### src/ppg_pkg.sv
// Package for the peripheral privilege guard: register map, field layout, resets, carriers.
// Assumes a 32-bit APB register port and a simple processor-side access request bus.
package ppg_pkg;

  // Register byte offsets.
  localparam logic [11:0] OFF_IRQ_FLAGS   = 12'h00c;
  localparam logic [11:0] OFF_IRQ_SET     = 12'h010;
  localparam logic [11:0] OFF_IRQ_CLEAR   = 12'h014;
  localparam logic [11:0] OFF_IRQ_ENABLE  = 12'h018;
  localparam logic [11:0] OFF_CONTROL     = 12'h040;
  localparam logic [11:0] OFF_DESC0       = 12'h050;
  localparam logic [11:0] OFF_DESC1       = 12'h054;
  localparam logic [11:0] OFF_FAULT_STAT  = 12'h090;
  localparam logic [11:0] OFF_READ_CLEAR  = 12'h0a0;

  // Field positions and widths.
  localparam int FLAG_BIT    = 0;
  localparam int ENABLE_BIT  = 0;
  localparam int ID_WIDTH    = 7;
  localparam int NUM_PERIPH  = 36;
  localparam int DESC1_WIDTH = 4;
  localparam int GUARD_ID    = 24;

  // Reset values.
  localparam logic [31:0] RST_DESC0 = 32'h0000_0000;
  localparam logic [3:0]  RST_DESC1 = 4'h0;
  localparam logic [6:0]  RST_ID    = 7'h00;

  // One access from a bus master towards the peripheral space.
  typedef struct packed {
    logic       valid;
    logic       fromCpu;
    logic       privileged;
    logic       write;
    logic [6:0] faulting_peripheral_id;
  } ppg_access_t;

  // Configuration seen by the checker.
  typedef struct packed {
    logic                  enable;
    logic [NUM_PERIPH-1:0] descriptor;
  } ppg_config_t;

endpackage

### src/ppg_checker.sv
// Combinational privilege check of one access against the current guard configuration.
// Assumes the configuration comes straight from registers so changes act on the next access.
`timescale 1ns/10ps
`default_nettype none
module ppg_checker
  import ppg_pkg::*;
(
  // Access and configuration.
  input  wire ppg_access_t access,
  input  wire ppg_config_t cfg,
  // Result.
  output logic             blocked
);

  // An access is blocked only when enabled, from the processor, unprivileged and protected.
  always_comb begin
    blocked = 1'b0;
    if (cfg.enable && access.valid && access.fromCpu && !access.privileged) begin
      if (access.faulting_peripheral_id < 7'(NUM_PERIPH)) begin
        blocked = cfg.descriptor[access.faulting_peripheral_id[5:0]];
      end
    end
  end

endmodule
`default_nettype wire

### src/ppg_fault_capture.sv
// Fault flag and faulting identifier capture.
// Assumes one fault indication per cycle from the checker and decoded software strobes.
`timescale 1ns/10ps
`default_nettype none
module ppg_fault_capture
  import ppg_pkg::*;
(
  // Clock and reset.
  input  wire  logic       clk,
  input  wire  logic       sys_rst,
  // Events.
  input  wire  logic       faultHit,
  input  wire  logic [6:0] faultId,
  input  wire  logic       swSet,
  input  wire  logic       swClear,
  // State.
  output logic             faultFlag,
  output logic [6:0]       faultingPeripheralId
);

  logic       next_faultFlag;
  logic [6:0] next_faultingPeripheralId;

  // Set wins over clear; the identifier freezes while the flag is up.
  always_comb begin
    next_faultFlag            = faultFlag;
    next_faultingPeripheralId = faultingPeripheralId;
    if (swClear) begin
      next_faultFlag = 1'b0;
    end
    if (faultHit || swSet) begin
      next_faultFlag = 1'b1;
    end
    if (faultHit && !faultFlag) begin
      next_faultingPeripheralId = faultId;
    end
  end

  // Registers the flag and identifier.
  always_ff @(posedge clk) begin
    if (sys_rst) begin
      faultFlag            <= 1'b0;
      faultingPeripheralId <= RST_ID;
    end else begin
      faultFlag            <= next_faultFlag;
      faultingPeripheralId <= next_faultingPeripheralId;
    end
  end

endmodule
`default_nettype wire

### src/ppg_guard.sv
// Peripheral privilege guard top: APB register slave, access gate and interrupt.
// Assumes one processor-side access port per cycle and peripherals that answer reads
// combinationally on the downstream port in the same cycle.
`timescale 1ns/10ps
`default_nettype none

// Function
// - Guard disabled means no checking, no faults; reset disables it.
// - Enabled: descriptor bit 1 protects a peripheral, 0 permits all access.
// - Unprivileged access to protected peripheral sets flag and captures identifier.
// - Captured identifier holds while the fault flag is set.
// - Simultaneous faults capture exactly one identifier, no fixed priority needed.
// - Fault flag is read-only bit 0 at 0x00c, reset 0.
// - Writing 1 to bit 0 at 0x010 sets the flag.
// - Writing 1 at 0x014 clears; read-clear option makes reads clear too.
// - Enable bit 0 at 0x018 gates the flag onto the interrupt.
// - Descriptor at 0x050 holds 32 read-write protection bits, reset 0.
// - Blocked access reaches no peripheral; blocked reads return zero.
// - Fault status at 0x090 bits 6:0 hold the identifier.
// - Only processor accesses are checked; other masters always pass.
// - Configuration changes act on the very next access.
module ppg_guard
  import ppg_pkg::*;
(
  // Clock and reset.
  input  wire  logic        clk,
  input  wire  logic        sys_rst,
  // APB register slave.
  input  wire  logic        psel,
  input  wire  logic        penable,
  input  wire  logic        pwrite,
  input  wire  logic [11:0] paddr,
  input  wire  logic [31:0] pwdata,
  output logic [31:0]       prdata,
  output logic              pready,
  output logic              pslverr,
  // Upstream access from a bus master.
  input  wire  ppg_access_t masterAccess,
  // Downstream peripheral port.
  input  wire  logic [31:0] periphRdata,
  output logic              periphValid,
  output logic [31:0]       masterRdata,
  output logic              accessBlocked,
  // Interrupt.
  output logic              irq
);

  // Configuration and status registers.
  logic        guardEnable;
  logic [31:0] descriptor0;
  logic [DESC1_WIDTH-1:0] descriptor1;
  logic        irqEnable;
  logic        readClearOn;
  logic        faultFlag;
  logic [6:0]  faultingPeripheralId;
  logic        next_guardEnable;
  logic [31:0] next_descriptor0;
  logic [DESC1_WIDTH-1:0] next_descriptor1;
  logic        next_irqEnable;
  logic        next_readClearOn;
  logic [31:0] next_prdata;
  logic        next_pready;
  logic        next_pslverr;
  logic        next_irq;
  logic        next_periphValid;
  logic [31:0] next_masterRdata;
  logic        next_accessBlocked;
  ppg_config_t guardCfg;
  logic        blockNow;
  logic        apbSetup;
  logic        wrStrobe;
  logic        rdStrobe;
  logic        swSet;
  logic        swClear;

  // True for any offset that the register file answers.
  function automatic logic mapped(input logic [11:0] a);
    case (a)
      OFF_IRQ_FLAGS, OFF_IRQ_SET, OFF_IRQ_CLEAR, OFF_IRQ_ENABLE, OFF_CONTROL,
      OFF_DESC0, OFF_DESC1, OFF_FAULT_STAT, OFF_READ_CLEAR: mapped = 1'b1;
      default: mapped = 1'b0;
    endcase
  endfunction

  // APB handshake: no wait states, answer registered in the setup cycle.
  assign apbSetup = psel && !penable;
  assign wrStrobe = apbSetup && pwrite && mapped(paddr);
  assign rdStrobe = apbSetup && !pwrite && mapped(paddr);
  assign swSet    = wrStrobe && (paddr == OFF_IRQ_SET) && pwdata[FLAG_BIT];
  assign swClear  = (wrStrobe && (paddr == OFF_IRQ_CLEAR) && pwdata[FLAG_BIT]) ||
                    (rdStrobe && (paddr == OFF_IRQ_CLEAR) && readClearOn);

  // Live configuration, read straight from registers with no pipeline.
  assign guardCfg.enable     = guardEnable;
  assign guardCfg.descriptor = {descriptor1, descriptor0};

  ppg_checker u_checker (
    .access  (masterAccess),
    .cfg     (guardCfg),
    .blocked (blockNow)
  );

  // One access port means at most one fault per cycle, so one identifier is caught.
  ppg_fault_capture u_capture (
    .clk                  (clk),
    .sys_rst              (sys_rst),
    .faultHit             (blockNow),
    .faultId              (masterAccess.faulting_peripheral_id),
    .swSet                (swSet),
    .swClear              (swClear),
    .faultFlag            (faultFlag),
    .faultingPeripheralId (faultingPeripheralId)
  );

  // Next values for configuration, APB answer, gate and interrupt.
  always_comb begin
    next_guardEnable = guardEnable;
    next_descriptor0 = descriptor0;
    next_descriptor1 = descriptor1;
    next_irqEnable   = irqEnable;
    next_readClearOn = readClearOn;
    next_prdata      = 32'h0000_0000;
    next_pready      = apbSetup;
    next_pslverr     = apbSetup && !mapped(paddr);
    if (wrStrobe) begin
      unique case (paddr)
        OFF_IRQ_ENABLE: next_irqEnable   = pwdata[FLAG_BIT];
        OFF_CONTROL:    next_guardEnable = pwdata[ENABLE_BIT];
        OFF_DESC0:      next_descriptor0 = pwdata;
        OFF_DESC1:      next_descriptor1 = pwdata[DESC1_WIDTH-1:0];
        OFF_READ_CLEAR: next_readClearOn = pwdata[0];
        default: begin
        end
      endcase
    end
    if (rdStrobe) begin
      unique case (paddr)
        OFF_IRQ_FLAGS:  next_prdata[FLAG_BIT] = faultFlag;
        OFF_IRQ_CLEAR:  next_prdata[FLAG_BIT] = readClearOn ? faultFlag : 1'b0;
        OFF_IRQ_ENABLE: next_prdata[FLAG_BIT] = irqEnable;
        OFF_CONTROL:    next_prdata[ENABLE_BIT] = guardEnable;
        OFF_DESC0:      next_prdata = descriptor0;
        OFF_DESC1:      next_prdata[DESC1_WIDTH-1:0] = descriptor1;
        OFF_FAULT_STAT: next_prdata[ID_WIDTH-1:0] = faultingPeripheralId;
        OFF_READ_CLEAR: next_prdata[0] = readClearOn;
        default: begin
        end
      endcase
    end
    // A blocked access never reaches the peripheral and reads back zero.
    next_periphValid   = masterAccess.valid && !blockNow;
    next_masterRdata   = blockNow ? 32'h0000_0000 : periphRdata;
    next_accessBlocked = blockNow;
    next_irq           = faultFlag && irqEnable;
  end

  // Registers the configuration state and every output; the fault flag and identifier are registered in u_capture.
  always_ff @(posedge clk) begin
    if (sys_rst) begin
      guardEnable   <= 1'b0;
      descriptor0   <= RST_DESC0;
      descriptor1   <= RST_DESC1;
      irqEnable     <= 1'b0;
      readClearOn   <= 1'b0;
      prdata        <= 32'h0000_0000;
      pready        <= 1'b0;
      pslverr       <= 1'b0;
      periphValid   <= 1'b0;
      masterRdata   <= 32'h0000_0000;
      accessBlocked <= 1'b0;
      irq           <= 1'b0;
    end else begin
      guardEnable   <= next_guardEnable;
      descriptor0   <= next_descriptor0;
      descriptor1   <= next_descriptor1;
      irqEnable     <= next_irqEnable;
      readClearOn   <= next_readClearOn;
      prdata        <= next_prdata;
      pready        <= next_pready;
      pslverr       <= next_pslverr;
      periphValid   <= next_periphValid;
      masterRdata   <= next_masterRdata;
      accessBlocked <= next_accessBlocked;
      irq           <= next_irq;
    end
  end

  // Protected unprivileged processor access while enabled raises the flag next cycle.
  property p_fault_sets;
    @(posedge clk) disable iff (sys_rst) blockNow |=> faultFlag;
  endproperty
  a_fault_sets: assert property (p_fault_sets) else $error("fault did not set flag");

  // Disabled guard never blocks.
  property p_disabled_passes;
    @(posedge clk) disable iff (sys_rst) !guardEnable |-> !blockNow;
  endproperty
  a_disabled_passes: assert property (p_disabled_passes) else $error("blocked while off");

  // Non-processor masters always pass.
  property p_other_master;
    @(posedge clk) disable iff (sys_rst) !masterAccess.fromCpu |-> !blockNow;
  endproperty
  a_other_master: assert property (p_other_master) else $error("other master blocked");

  // Identifier stays put while the flag stays set.
  property p_id_hold;
    @(posedge clk) disable iff (sys_rst)
      faultFlag && $past(faultFlag) |-> $stable(faultingPeripheralId);
  endproperty
  a_id_hold: assert property (p_id_hold) else $error("identifier changed");

  // Blocked access yields zero data and no downstream strobe.
  property p_block_zero;
    @(posedge clk) disable iff (sys_rst)
      blockNow |=> (masterRdata == 32'h0000_0000) && !periphValid;
  endproperty
  a_block_zero: assert property (p_block_zero) else $error("blocked access leaked");

  // Interrupt follows flag and enable one cycle later.
  property p_irq;
    @(posedge clk) disable iff (sys_rst) ##1 irq == $past(faultFlag && irqEnable);
  endproperty
  a_irq: assert property (p_irq) else $error("interrupt mismatch");

  // A set write raises the flag next cycle.
  property p_sw_set;
    @(posedge clk) disable iff (sys_rst) swSet |=> faultFlag;
  endproperty
  a_sw_set: assert property (p_sw_set) else $error("set write ignored");

  // A clear with no competing event drops the flag.
  property p_sw_clear;
    @(posedge clk) disable iff (sys_rst) swClear && !swSet && !blockNow |=> !faultFlag;
  endproperty
  a_sw_clear: assert property (p_sw_clear) else $error("clear ignored");

  // Enabled guard blocks an unprivileged processor access to a peripheral protected in descriptor0 (identifiers below 32).
  property p_enabled_blocks;
    @(posedge clk) disable iff (sys_rst)
      guardEnable && masterAccess.valid && masterAccess.fromCpu && !masterAccess.privileged &&
      masterAccess.faulting_peripheral_id < 7'd32 && descriptor0[masterAccess.faulting_peripheral_id[4:0]] |-> blockNow;
  endproperty
  a_enabled_blocks: assert property (p_enabled_blocks) else $error("protection missed");

  // A passed access strobes the peripheral on the next cycle.
  property p_pass_strobe;
    @(posedge clk) disable iff (sys_rst) masterAccess.valid && !blockNow |=> periphValid;
  endproperty
  a_pass_strobe: assert property (p_pass_strobe) else $error("passed access dropped");

  // A passed access hands the peripheral data back unchanged.
  property p_pass_data;
    @(posedge clk) disable iff (sys_rst)
      masterAccess.valid && !blockNow |=> masterRdata == $past(periphRdata);
  endproperty
  a_pass_data: assert property (p_pass_data) else $error("passed data altered");

  // A blocked access is reported on the next cycle.
  property p_block_report;
    @(posedge clk) disable iff (sys_rst) blockNow |=> accessBlocked;
  endproperty
  a_block_report: assert property (p_block_report) else $error("block not reported");

  // The first fault while the flag is clear captures the accessed identifier.
  property p_id_capture;
    @(posedge clk) disable iff (sys_rst)
      blockNow && !faultFlag |=> faultingPeripheralId == $past(masterAccess.faulting_peripheral_id);
  endproperty
  a_id_capture: assert property (p_id_capture) else $error("identifier not captured");

  // A write to the flag register leaves the flag alone.
  property p_flag_ro;
    @(posedge clk) disable iff (sys_rst)
      wrStrobe && (paddr == OFF_IRQ_FLAGS) && !blockNow |=> faultFlag == $past(faultFlag);
  endproperty
  a_flag_ro: assert property (p_flag_ro) else $error("flag written");

  // A control write reaches the guard enable on the next cycle.
  property p_ctrl_write;
    @(posedge clk) disable iff (sys_rst)
      wrStrobe && (paddr == OFF_CONTROL) |=> guardEnable == $past(pwdata[ENABLE_BIT]);
  endproperty
  a_ctrl_write: assert property (p_ctrl_write) else $error("control write lost");

  // A write to descriptor0 at 0x050 lands whole.
  property p_desc_write;
    @(posedge clk) disable iff (sys_rst)
      wrStrobe && (paddr == OFF_DESC0) |=> descriptor0 == $past(pwdata);
  endproperty
  a_desc_write: assert property (p_desc_write) else $error("descriptor write lost");

  // A fault status read returns the captured identifier.
  property p_status_read;
    @(posedge clk) disable iff (sys_rst)
      rdStrobe && (paddr == OFF_FAULT_STAT) |=> prdata == {25'h0, $past(faultingPeripheralId)};
  endproperty
  a_status_read: assert property (p_status_read) else $error("status read wrong");

  // Main scenarios.
  c_fault: cover property (@(posedge clk) disable iff (sys_rst) blockNow ##1 irq);
  c_clear: cover property (@(posedge clk) disable iff (sys_rst) faultFlag ##1 swClear ##1 !faultFlag);
  c_rdclr: cover property (@(posedge clk) disable iff (sys_rst) readClearOn && rdStrobe && faultFlag);
  c_other: cover property (@(posedge clk) disable iff (sys_rst)
    guardEnable && masterAccess.valid && !masterAccess.fromCpu);

endmodule
`default_nettype wire

### config.mk
export PLATFORM = sky130hd
export DESIGN_NAME = ppg_guard
export DESIGN_NICKNAME = d
export VERILOG_FILES = /design/src/ppg_pkg.sv /design/src/ppg_checker.sv /design/src/ppg_fault_capture.sv /design/src/ppg_guard.sv
export SDC_FILE = /design/constraint.sdc
export NUM_CORES = 1
export LEC_CHECK = 0
export ABC_AREA = 1
export BUFFER_PORTS_ARGS = -buffer_cell sky130_fd_sc_hd__buf_2
export CAP_MARGIN = 20
export CORE_MARGIN = 4
export CORE_UTILIZATION = 35
export CTS_BUF_LIST = sky130_fd_sc_hd__clkbuf_8
export CTS_CLUSTER_SIZE = 24
export DETAILED_ROUTE_END_ITERATION = 7
export HOLD_SLACK_MARGIN = 0.15
export SLEW_MARGIN = 0
export SYNTH_ARGS = -nofsm -noshare
export SYNTH_HDL_FRONTEND = slang
export SYNTH_SLANG_ARGS = --single-unit
### constraint.sdc
create_clock -name clk -period 1.85 [get_ports clk]
set_input_delay 0.185 -clock clk [delete_from_list [all_inputs] [get_ports clk]]
set_output_delay 0.185 -clock clk [all_outputs]
set_load 0.01 [all_outputs]
==> results of run 1 <==
-- critical path, cell delays in order (launching register included) --
cell                      delay (ns)
sky130_fd_sc_hd__dfxtp_1        0.32
sky130_fd_sc_hd__a21oi_1        0.15
sky130_fd_sc_hd__o21ai_0        0.10
sky130_fd_sc_hd__nand3_1        0.08
sky130_fd_sc_hd__nand2_1        0.07
sky130_fd_sc_hd__nand2_1        0.05
sky130_fd_sc_hd__nand3_1        0.06
sky130_fd_sc_hd__nand3_1        0.08
sky130_fd_sc_hd__nand2_2        0.07
sky130_fd_sc_hd__nand2_1        0.13
sky130_fd_sc_hd__nand2_2        0.08
sky130_fd_sc_hd__buf_12         0.18
sky130_fd_sc_hd__nor2_1         0.12
-- Yosys cell counts (all sizes together) --
cell	count
a21oi	43
a221oi	1
a31oi	2
buf	16
clkbuf	5
clkinv	2
dfxtp	116
inv	101
nand2	155
nand3	44
nand3b	1
nand4	10
nor2	105
nor3	3
nor4	3
nor4b	1
o21ai	17
o221ai	1
o22ai	1
o31ai	1
or2	1
-- report_power, final --
group	internal (mW)	leakage (nW)	total, mW	switching (mW)
registers	2.54	0.943	2.55	0.00916
logic	0.250	2.04	0.494	0.244
clock network	1.48	0.220	2.40	0.929
total	4.26	3.20	5.44	1.18
-- per-stage QoR --
step,hold WS (ns),area [sq um]
6_report,0.199,6880
3_5_place_dp,0.404,5760
3_3_place_gp,0.398,5760
5_1_grt,0.204,6880
4_1_cts,0.162,6880
2_1_floorplan,0.297,4710
-- state kept, by name (all words and copies together) (netlist names) --
| register | count |
|---|---|
| accessBlocked | 1 |
| descriptor0 | 32 |
| descriptor1 | 4 |
| guardEnable | 1 |
| irq | 1 |
| irqEnable | 1 |
| masterRdata | 32 |
| periphValid | 1 |
| prdata | 32 |
| pready | 1 |
| pslverr | 1 |
| readClearOn | 1 |
| u_capture.faultFlag | 1 |
| u_capture.faultingPeripheralId | 7 |
-- cells by family (layout without fill, tap and decap cells) --
family,after synthesis,count (layout),synth area share
flops,116,116,0.493
simple gates,323,323,0.312
compound gates,66,66,0.0811
buf+inv,124,381,0.114
-- layer usage --
| layer | global-route usage | part of all wire | vias to the layer above |
|---|---|---|---|
| met4 | 0.0609 | 0.019 | 0 |
| met1 | 0.206 | 0.41 | 2106 |
| met5 | 0 | 0 | - |
| met2 | 0.314 | 0.52 | 123 |
| li1 | - | - | 2425 |
| met3 | 0.0441 | 0.048 | 24 |
-- worst paths after layout --
check | slack (ns) | depth (start not counted) | to
max | 0.26 | 12 | masterRdata[22]
min | 0.20 | 5 | u_capture.faultingPeripheralId[4]
max reg2reg | 0.26 | 12 | masterRdata[22]
min reg2reg | 0.44 | 2 | u_capture.faultingPeripheralId[6]
-- layout make-up --
class	instances	area [sq um]	area share
clock buffers	22	303	0.0440
clock inverters	7	106	0.0155
inverters	103	389	0.0566
multi-input cells	389	1850	0.269
flip-flops and latches	116	2320	0.338
well taps	176	220	0.0320
repair buffers	249	1690	0.245
==> qor.log, run 1 <==
INFO  worst_setup_path worst-endpoint-required=2.20ns
INFO  power          power.density_cell_area=792nW/um^2
INFO  synthesis      post_synth_instance_area=4710squm
INFO  placed_design  place_congestion=0.807
INFO  timing         slew-limit-headroom=0.679
INFO  global_route   grt_first_pass_wirelength=21.1mm
INFO  final_layout   flow.area_growth_from_synthesis=46.1%
INFO  timing         fin_ws=0.262ns
INFO  clock_tree     cts_sinks=116
INFO  synthesis      synthesis.instances=629
INFO  timing         max_slew_violation_count=0
INFO  final_layout   finalNonFillerCells=1,062
INFO  global_route   antenna_found_initial=0
INFO  drt            routed_vias_inst=4.40
INFO  timing         grt_setup_unrepaired=false
INFO  die            die_w=124microns
INFO  power          finalPower=5.44mW
INFO  global_route   grt-ovfl-total=0
INFO  final_layout   post_route_cells_drive_above_1_share=0.293
INFO  synthesis      post_synth.cell_area_avg=7.49squm
INFO  synthesis      ys_top_cells_by_area=sky130_fd_sc_hd__dfxtp_1, sky130_fd_sc_hd__nand2_1, sky130_fd_sc_hd__nor2_1
INFO  die            design.die.area=15,400squm
INFO  power          vdd_ir_drop_max=0.380mV
INFO  clock_tree     holdBufCountCts=71
INFO  timing         finClkSkew=0.0108ns
INFO  timing         finalSetupViolCount=0
INFO  timing         final_period_utilization=0.858
INFO  worst_setup_path start_kind=flop
INFO  drt            totalWireLength=13.5mm
INFO  clock_tree     tritoncts=done
INFO  clock_tree     clkLatencyLatePin=0.42ns
INFO  die            floorplan.io_pins=161
INFO  die            fp.coreArea=13,200squm
INFO  worst_setup_path endpoint_kind=flop
INFO  synthesis      synth_largest_area_cell=sky130_fd_sc_hd__dfxtp_1
INFO  final_layout   post-route-util=0.521
INFO  timing         maxClockFrequency=630MHz
INFO  power          leakage=3.20nW
INFO  die            rows=42
INFO  placed_design  place_inst=962
INFO  final_layout   antenna-diode-count=0
INFO  synthesis      ys.warnings.count=0
INFO  synthesis      synth_sequential_area_ratio=0.493
INFO  worst_setup_path worst-setup-path-type=reg -> reg
INFO  worst_setup_path rr_startpoint=descriptor0[9]
INFO  clock_tree     clk_path_buf_depth=2
INFO  worst_hold_path min_from=masterAccess[4]
INFO  final_layout   final_common_cell=sky130_fd_sc_hd__buf_2
INFO  global_route   globalRouteTotalUtil=0.176
INFO  placed_design  place_worst_setup_slack=-0.0358ns
INFO  drt            drtIter0Drc=230
INFO  final_layout   nFillCells=1,293
INFO  status         run_status=finished, final reports clean
INFO  final_layout   most_frequent_cells_in_the_layout=sky130_fd_sc_hd__buf_2, sky130_fd_sc_hd__nand2_1, sky130_fd_sc_hd__dfxtp_1
INFO  drt            ant_nets=0
INFO  clock_tree     htree_num_levels=4
INFO  worst_setup_path path_max_fanout=33
INFO  die            die_height=124microns
INFO  drt            wl_per_cell=12.7microns
INFO  placed_design  io_buffers=159
INFO  synthesis      synth_seq_cells=116
INFO  timing         worst_slew_pin_slew=0.481ns
INFO  final_layout   final_nets=968
INFO  synthesis      yosysUniqueCellTypes=36
INFO  global_route   number_of_global_route_vias_before_repair=4,485
INFO  global_route   pin_count_of_the_biggest_net_entering_global_routing=34
INFO  placed_design  detailed_place_hpwl=9.11mm
INFO  clock_tree     cts_buffers=17
INFO  worst_setup_path cp.arrival=1.93ns
INFO  die            effective_utilization_at_floorplan=0.357
INFO  timing         finalHoldViolations=0
INFO  clock_tree     clk_pin_slew=0.06ns
INFO  worst_setup_path startpoint=descriptor0[9]
INFO  clock_tree     ctsResizeCount=0
INFO  synthesis      synth_fp_nets=721
INFO  timing         period_minus_slack=1.59ns
INFO  clock_tree     cts.repair_timing.setup_buffer_count=0
INFO  worst_hold_path class_of_the_tightest_hold_or_removal_check=in -> reg
INFO  job            cap_viol_max_count=0
INFO  drt            vias=4,678
INFO  clock_tree     cts.root.buffer_cell=sky130_fd_sc_hd__clkbuf_8
INFO  drt            detailedRoute.firstPassIterationCount=4
INFO  synthesis      synth_top_cell_area_share=0.493
INFO  drt            drc=0
INFO  timing         setup-tns-final=0ns
No activity file was read; power rests on OpenSTA's default activity.
==> run 2, diff against run 1 <==
--- a/config.mk
+++ b/config.mk
@@ -15,5 +15,5 @@
 export DETAILED_ROUTE_END_ITERATION = 7
 export HOLD_SLACK_MARGIN = 0.15
-export SLEW_MARGIN = 0
+export RECOVER_POWER = 25
 export SYNTH_ARGS = -nofsm -noshare
 export SYNTH_HDL_FRONTEND = slang
==> constraint.sdc (replaced) <==
create_clock -name clk -period 1.85 [get_ports clk]
set_input_delay 0.37 -clock clk [delete_from_list [all_inputs] [get_ports clk]]
set_output_delay 0.37 -clock clk [all_outputs]
set_load 0.01 [all_outputs]
==> qor.log, run 2 (synthesized netlist as in run 1, its figures left out) <==
INFO  die            design.die.area=15,400squm
INFO  global_route   grt-ovfl-total=0
INFO  global_route   antenna_found_initial=0
INFO  power          leakage=2.99nW
INFO  die            floorplan.io_pins=161
INFO  drt            wl_per_cell=12.4microns
INFO  power          vdd_ir_drop_max=0.386mV
INFO  clock_tree     cts_sinks=116
INFO  final_layout   flow.area_growth_from_synthesis=41.0%
INFO  timing         fin_ws=0.165ns
INFO  clock_tree     cts.repair_timing.setup_buffer_count=0
INFO  worst_setup_path timing.critical_path.max_delay_family=buffers and inverters
INFO  global_route   number_of_global_route_vias_before_repair=4,262
INFO  final_layout   most_frequent_cells_in_the_layout=sky130_fd_sc_hd__nand2_1, sky130_fd_sc_hd__dfxtp_1, sky130_fd_sc_hd__buf_2
INFO  timing         worst_slew_pin_slew=0.789ns
INFO  clock_tree     cts_buffers=17
INFO  die            rows=42
INFO  die            effective_utilization_at_floorplan=0.357
INFO  drt            totalWireLength=13.0mm
INFO  final_layout   post-route-util=0.503
INFO  final_layout   nFillCells=1,367
INFO  worst_setup_path cell_count_of_the_worst_reg_to_reg_path=12
INFO  placed_design  place_inst=990
INFO  drt            vias=4,546
INFO  die            fp.coreArea=13,200squm
INFO  clock_tree     cts.root.buffer_cell=sky130_fd_sc_hd__clkbuf_8
INFO  worst_setup_path cp.arrival=1.98ns
INFO  clock_tree     tritoncts=done
INFO  worst_hold_path class_of_the_tightest_hold_or_removal_check=in -> reg
INFO  clock_tree     ctsResizeCount=0
INFO  timing         max_slew_violation_count=0
INFO  final_layout   post_route_cells_drive_above_1_share=0.283
INFO  final_layout   antenna-diode-count=0
INFO  final_layout   final_nets=953
INFO  status         run_status=finished, final reports clean
INFO  clock_tree     htree_num_levels=4
INFO  timing         finClkSkew=0.00927ns
INFO  placed_design  detailed_place.area=5980squm
INFO  worst_setup_path start_kind=input port
INFO  worst_setup_path endpoint_kind=flop
INFO  drt            ant_nets=0
INFO  clock_tree     clk_path_buf_depth=2
INFO  global_route   globalRouteTotalUtil=0.166
INFO  drt            drtIter0Drc=197
INFO  job            cap_viol_max_count=0
INFO  placed_design  place_worst_setup_slack=-0.187ns
INFO  clock_tree     clk_pin_slew=0.07ns
INFO  drt            routed_vias_inst=4.33
INFO  clock_tree     clkLatencyLatePin=0.41ns
INFO  final_layout   finalNonFillerCells=1,050
INFO  worst_setup_path critical_path_depth=8
INFO  worst_setup_path critical_path_top_delay_cell=sky130_fd_sc_hd__dlygate4sd3_1
INFO  final_layout   post-route-cell-area=6640squm
INFO  worst_setup_path critical-path-max-stage-delay=0.52ns
INFO  power          power.density_cell_area=831nW/um^2
INFO  worst_setup_path crit_path_cell_trace=dlygate4sd3_1 > buf_2 > nand3b_1 > nor4b_2 > nand2_1 > nand2_2 > buf_12 > nor2_1
INFO  drt            drc=0
INFO  placed_design  place_congestion=0.840
INFO  worst_setup_path worst-endpoint-required=2.15ns
INFO  timing         slew-limit-headroom=0.474
INFO  placed_design  detailed_place_hpwl=9.48mm
INFO  worst_setup_path worst-setup-path-type=in -> reg
INFO  global_route   grt_first_pass_wirelength=20.1mm
INFO  timing         finalHoldViolations=0
INFO  worst_setup_path critical_path_buf_inv_count=3
INFO  die            die_w=124microns
INFO  final_layout   reg.largest.list=descriptor0: 32 flops, masterRdata: 32 flops, prdata: 32 flops
INFO  die            die_height=124microns
INFO  worst_hold_path whs_path_depth=3
INFO  final_layout   final_common_cell=sky130_fd_sc_hd__nand2_1
INFO  timing         finalSetupViolCount=0
INFO  timing         final_period_utilization=0.911
INFO  timing         grt_setup_unrepaired=false
INFO  placed_design  io_buffers=159
INFO  timing         maxClockFrequency=593MHz
INFO  worst_setup_path path_max_fanout=24
INFO  global_route   pin_count_of_the_biggest_net_entering_global_routing=32
INFO  timing         period_minus_slack=1.69ns
INFO  drt            detailedRoute.firstPassIterationCount=4
-- run 2: through the flow --
stage          power [mW]  setup TNS, ns  hold WS, ns
2_1_floorplan        2.78              0        0.420
3_3_place_gp         3.00          -7.73        0.438
4_1_cts              5.58              0        0.151
5_1_grt              5.72              0        0.153
3_5_place_dp         3.00          -8.91        0.435
6_report             5.52              0        0.172
-- run 2: final timing paths --
check | start | endpoint | slack, ns
setup / recovery | masterAccess[10] | masterRdata[21] | 0.16
hold / removal | periphRdata[29] | masterRdata[29] | 0.17
setup reg to reg | descriptor0[8] | masterRdata[21] | 0.24
hold reg to reg | descriptor0[25] | prdata[25] | 0.44
-- run 2: per-layer routing --
| layer | up-vias | GRT usage | part of all wire |
|---|---|---|---|
| met5 | - | 0 | 0 |
| met4 | 0 | 0.0568 | 0.015 |
| met3 | 17 | 0.0418 | 0.051 |
| met2 | 93 | 0.284 | 0.51 |
| met1 | 2039 | 0.204 | 0.43 |
| li1 | 2397 | - | - |
-- run 2: final cells by class --
class | instances | area [sq um] | area share
clock inverters | 12 | 161 | 0.0243
repair buffers | 234 | 1420 | 0.214
multi-input cells | 389 | 1850 | 0.279
well taps | 176 | 220 | 0.0332
clock buffers | 20 | 275 | 0.0415
inverters | 103 | 389 | 0.0586
flip-flops and latches | 116 | 2320 | 0.350
-- run 2: power by group --
part	total (mW)	switching, mW	internal [mW]
Sequential	2.55	0.00975	2.54
Combinational	0.445	0.235	0.210
Clock	2.52	0.969	1.55
-- run 2: repair_timing --
item,in CTS,in global routing
endpoints found under the setup margin,0,0
hold endpoints to repair,28,0
hold buffers,28,0
-- run 2: worst reg2reg max path: stages (launching register included) --
cell and delay (ns):
sky130_fd_sc_hd__dfxtp_1 0.33, sky130_fd_sc_hd__inv_1 0.06, sky130_fd_sc_hd__o21ai_0 0.16, sky130_fd_sc_hd__nand3_1 0.11, sky130_fd_sc_hd__nand2_1 0.10, sky130_fd_sc_hd__nand2_1 0.05, sky130_fd_sc_hd__nand3_1 0.06, sky130_fd_sc_hd__nand3_1 0.08
sky130_fd_sc_hd__nand2_2 0.09, sky130_fd_sc_hd__nand2_1 0.09, sky130_fd_sc_hd__nand2_2 0.12, sky130_fd_sc_hd__buf_12 0.17, sky130_fd_sc_hd__nor2_1 0.08
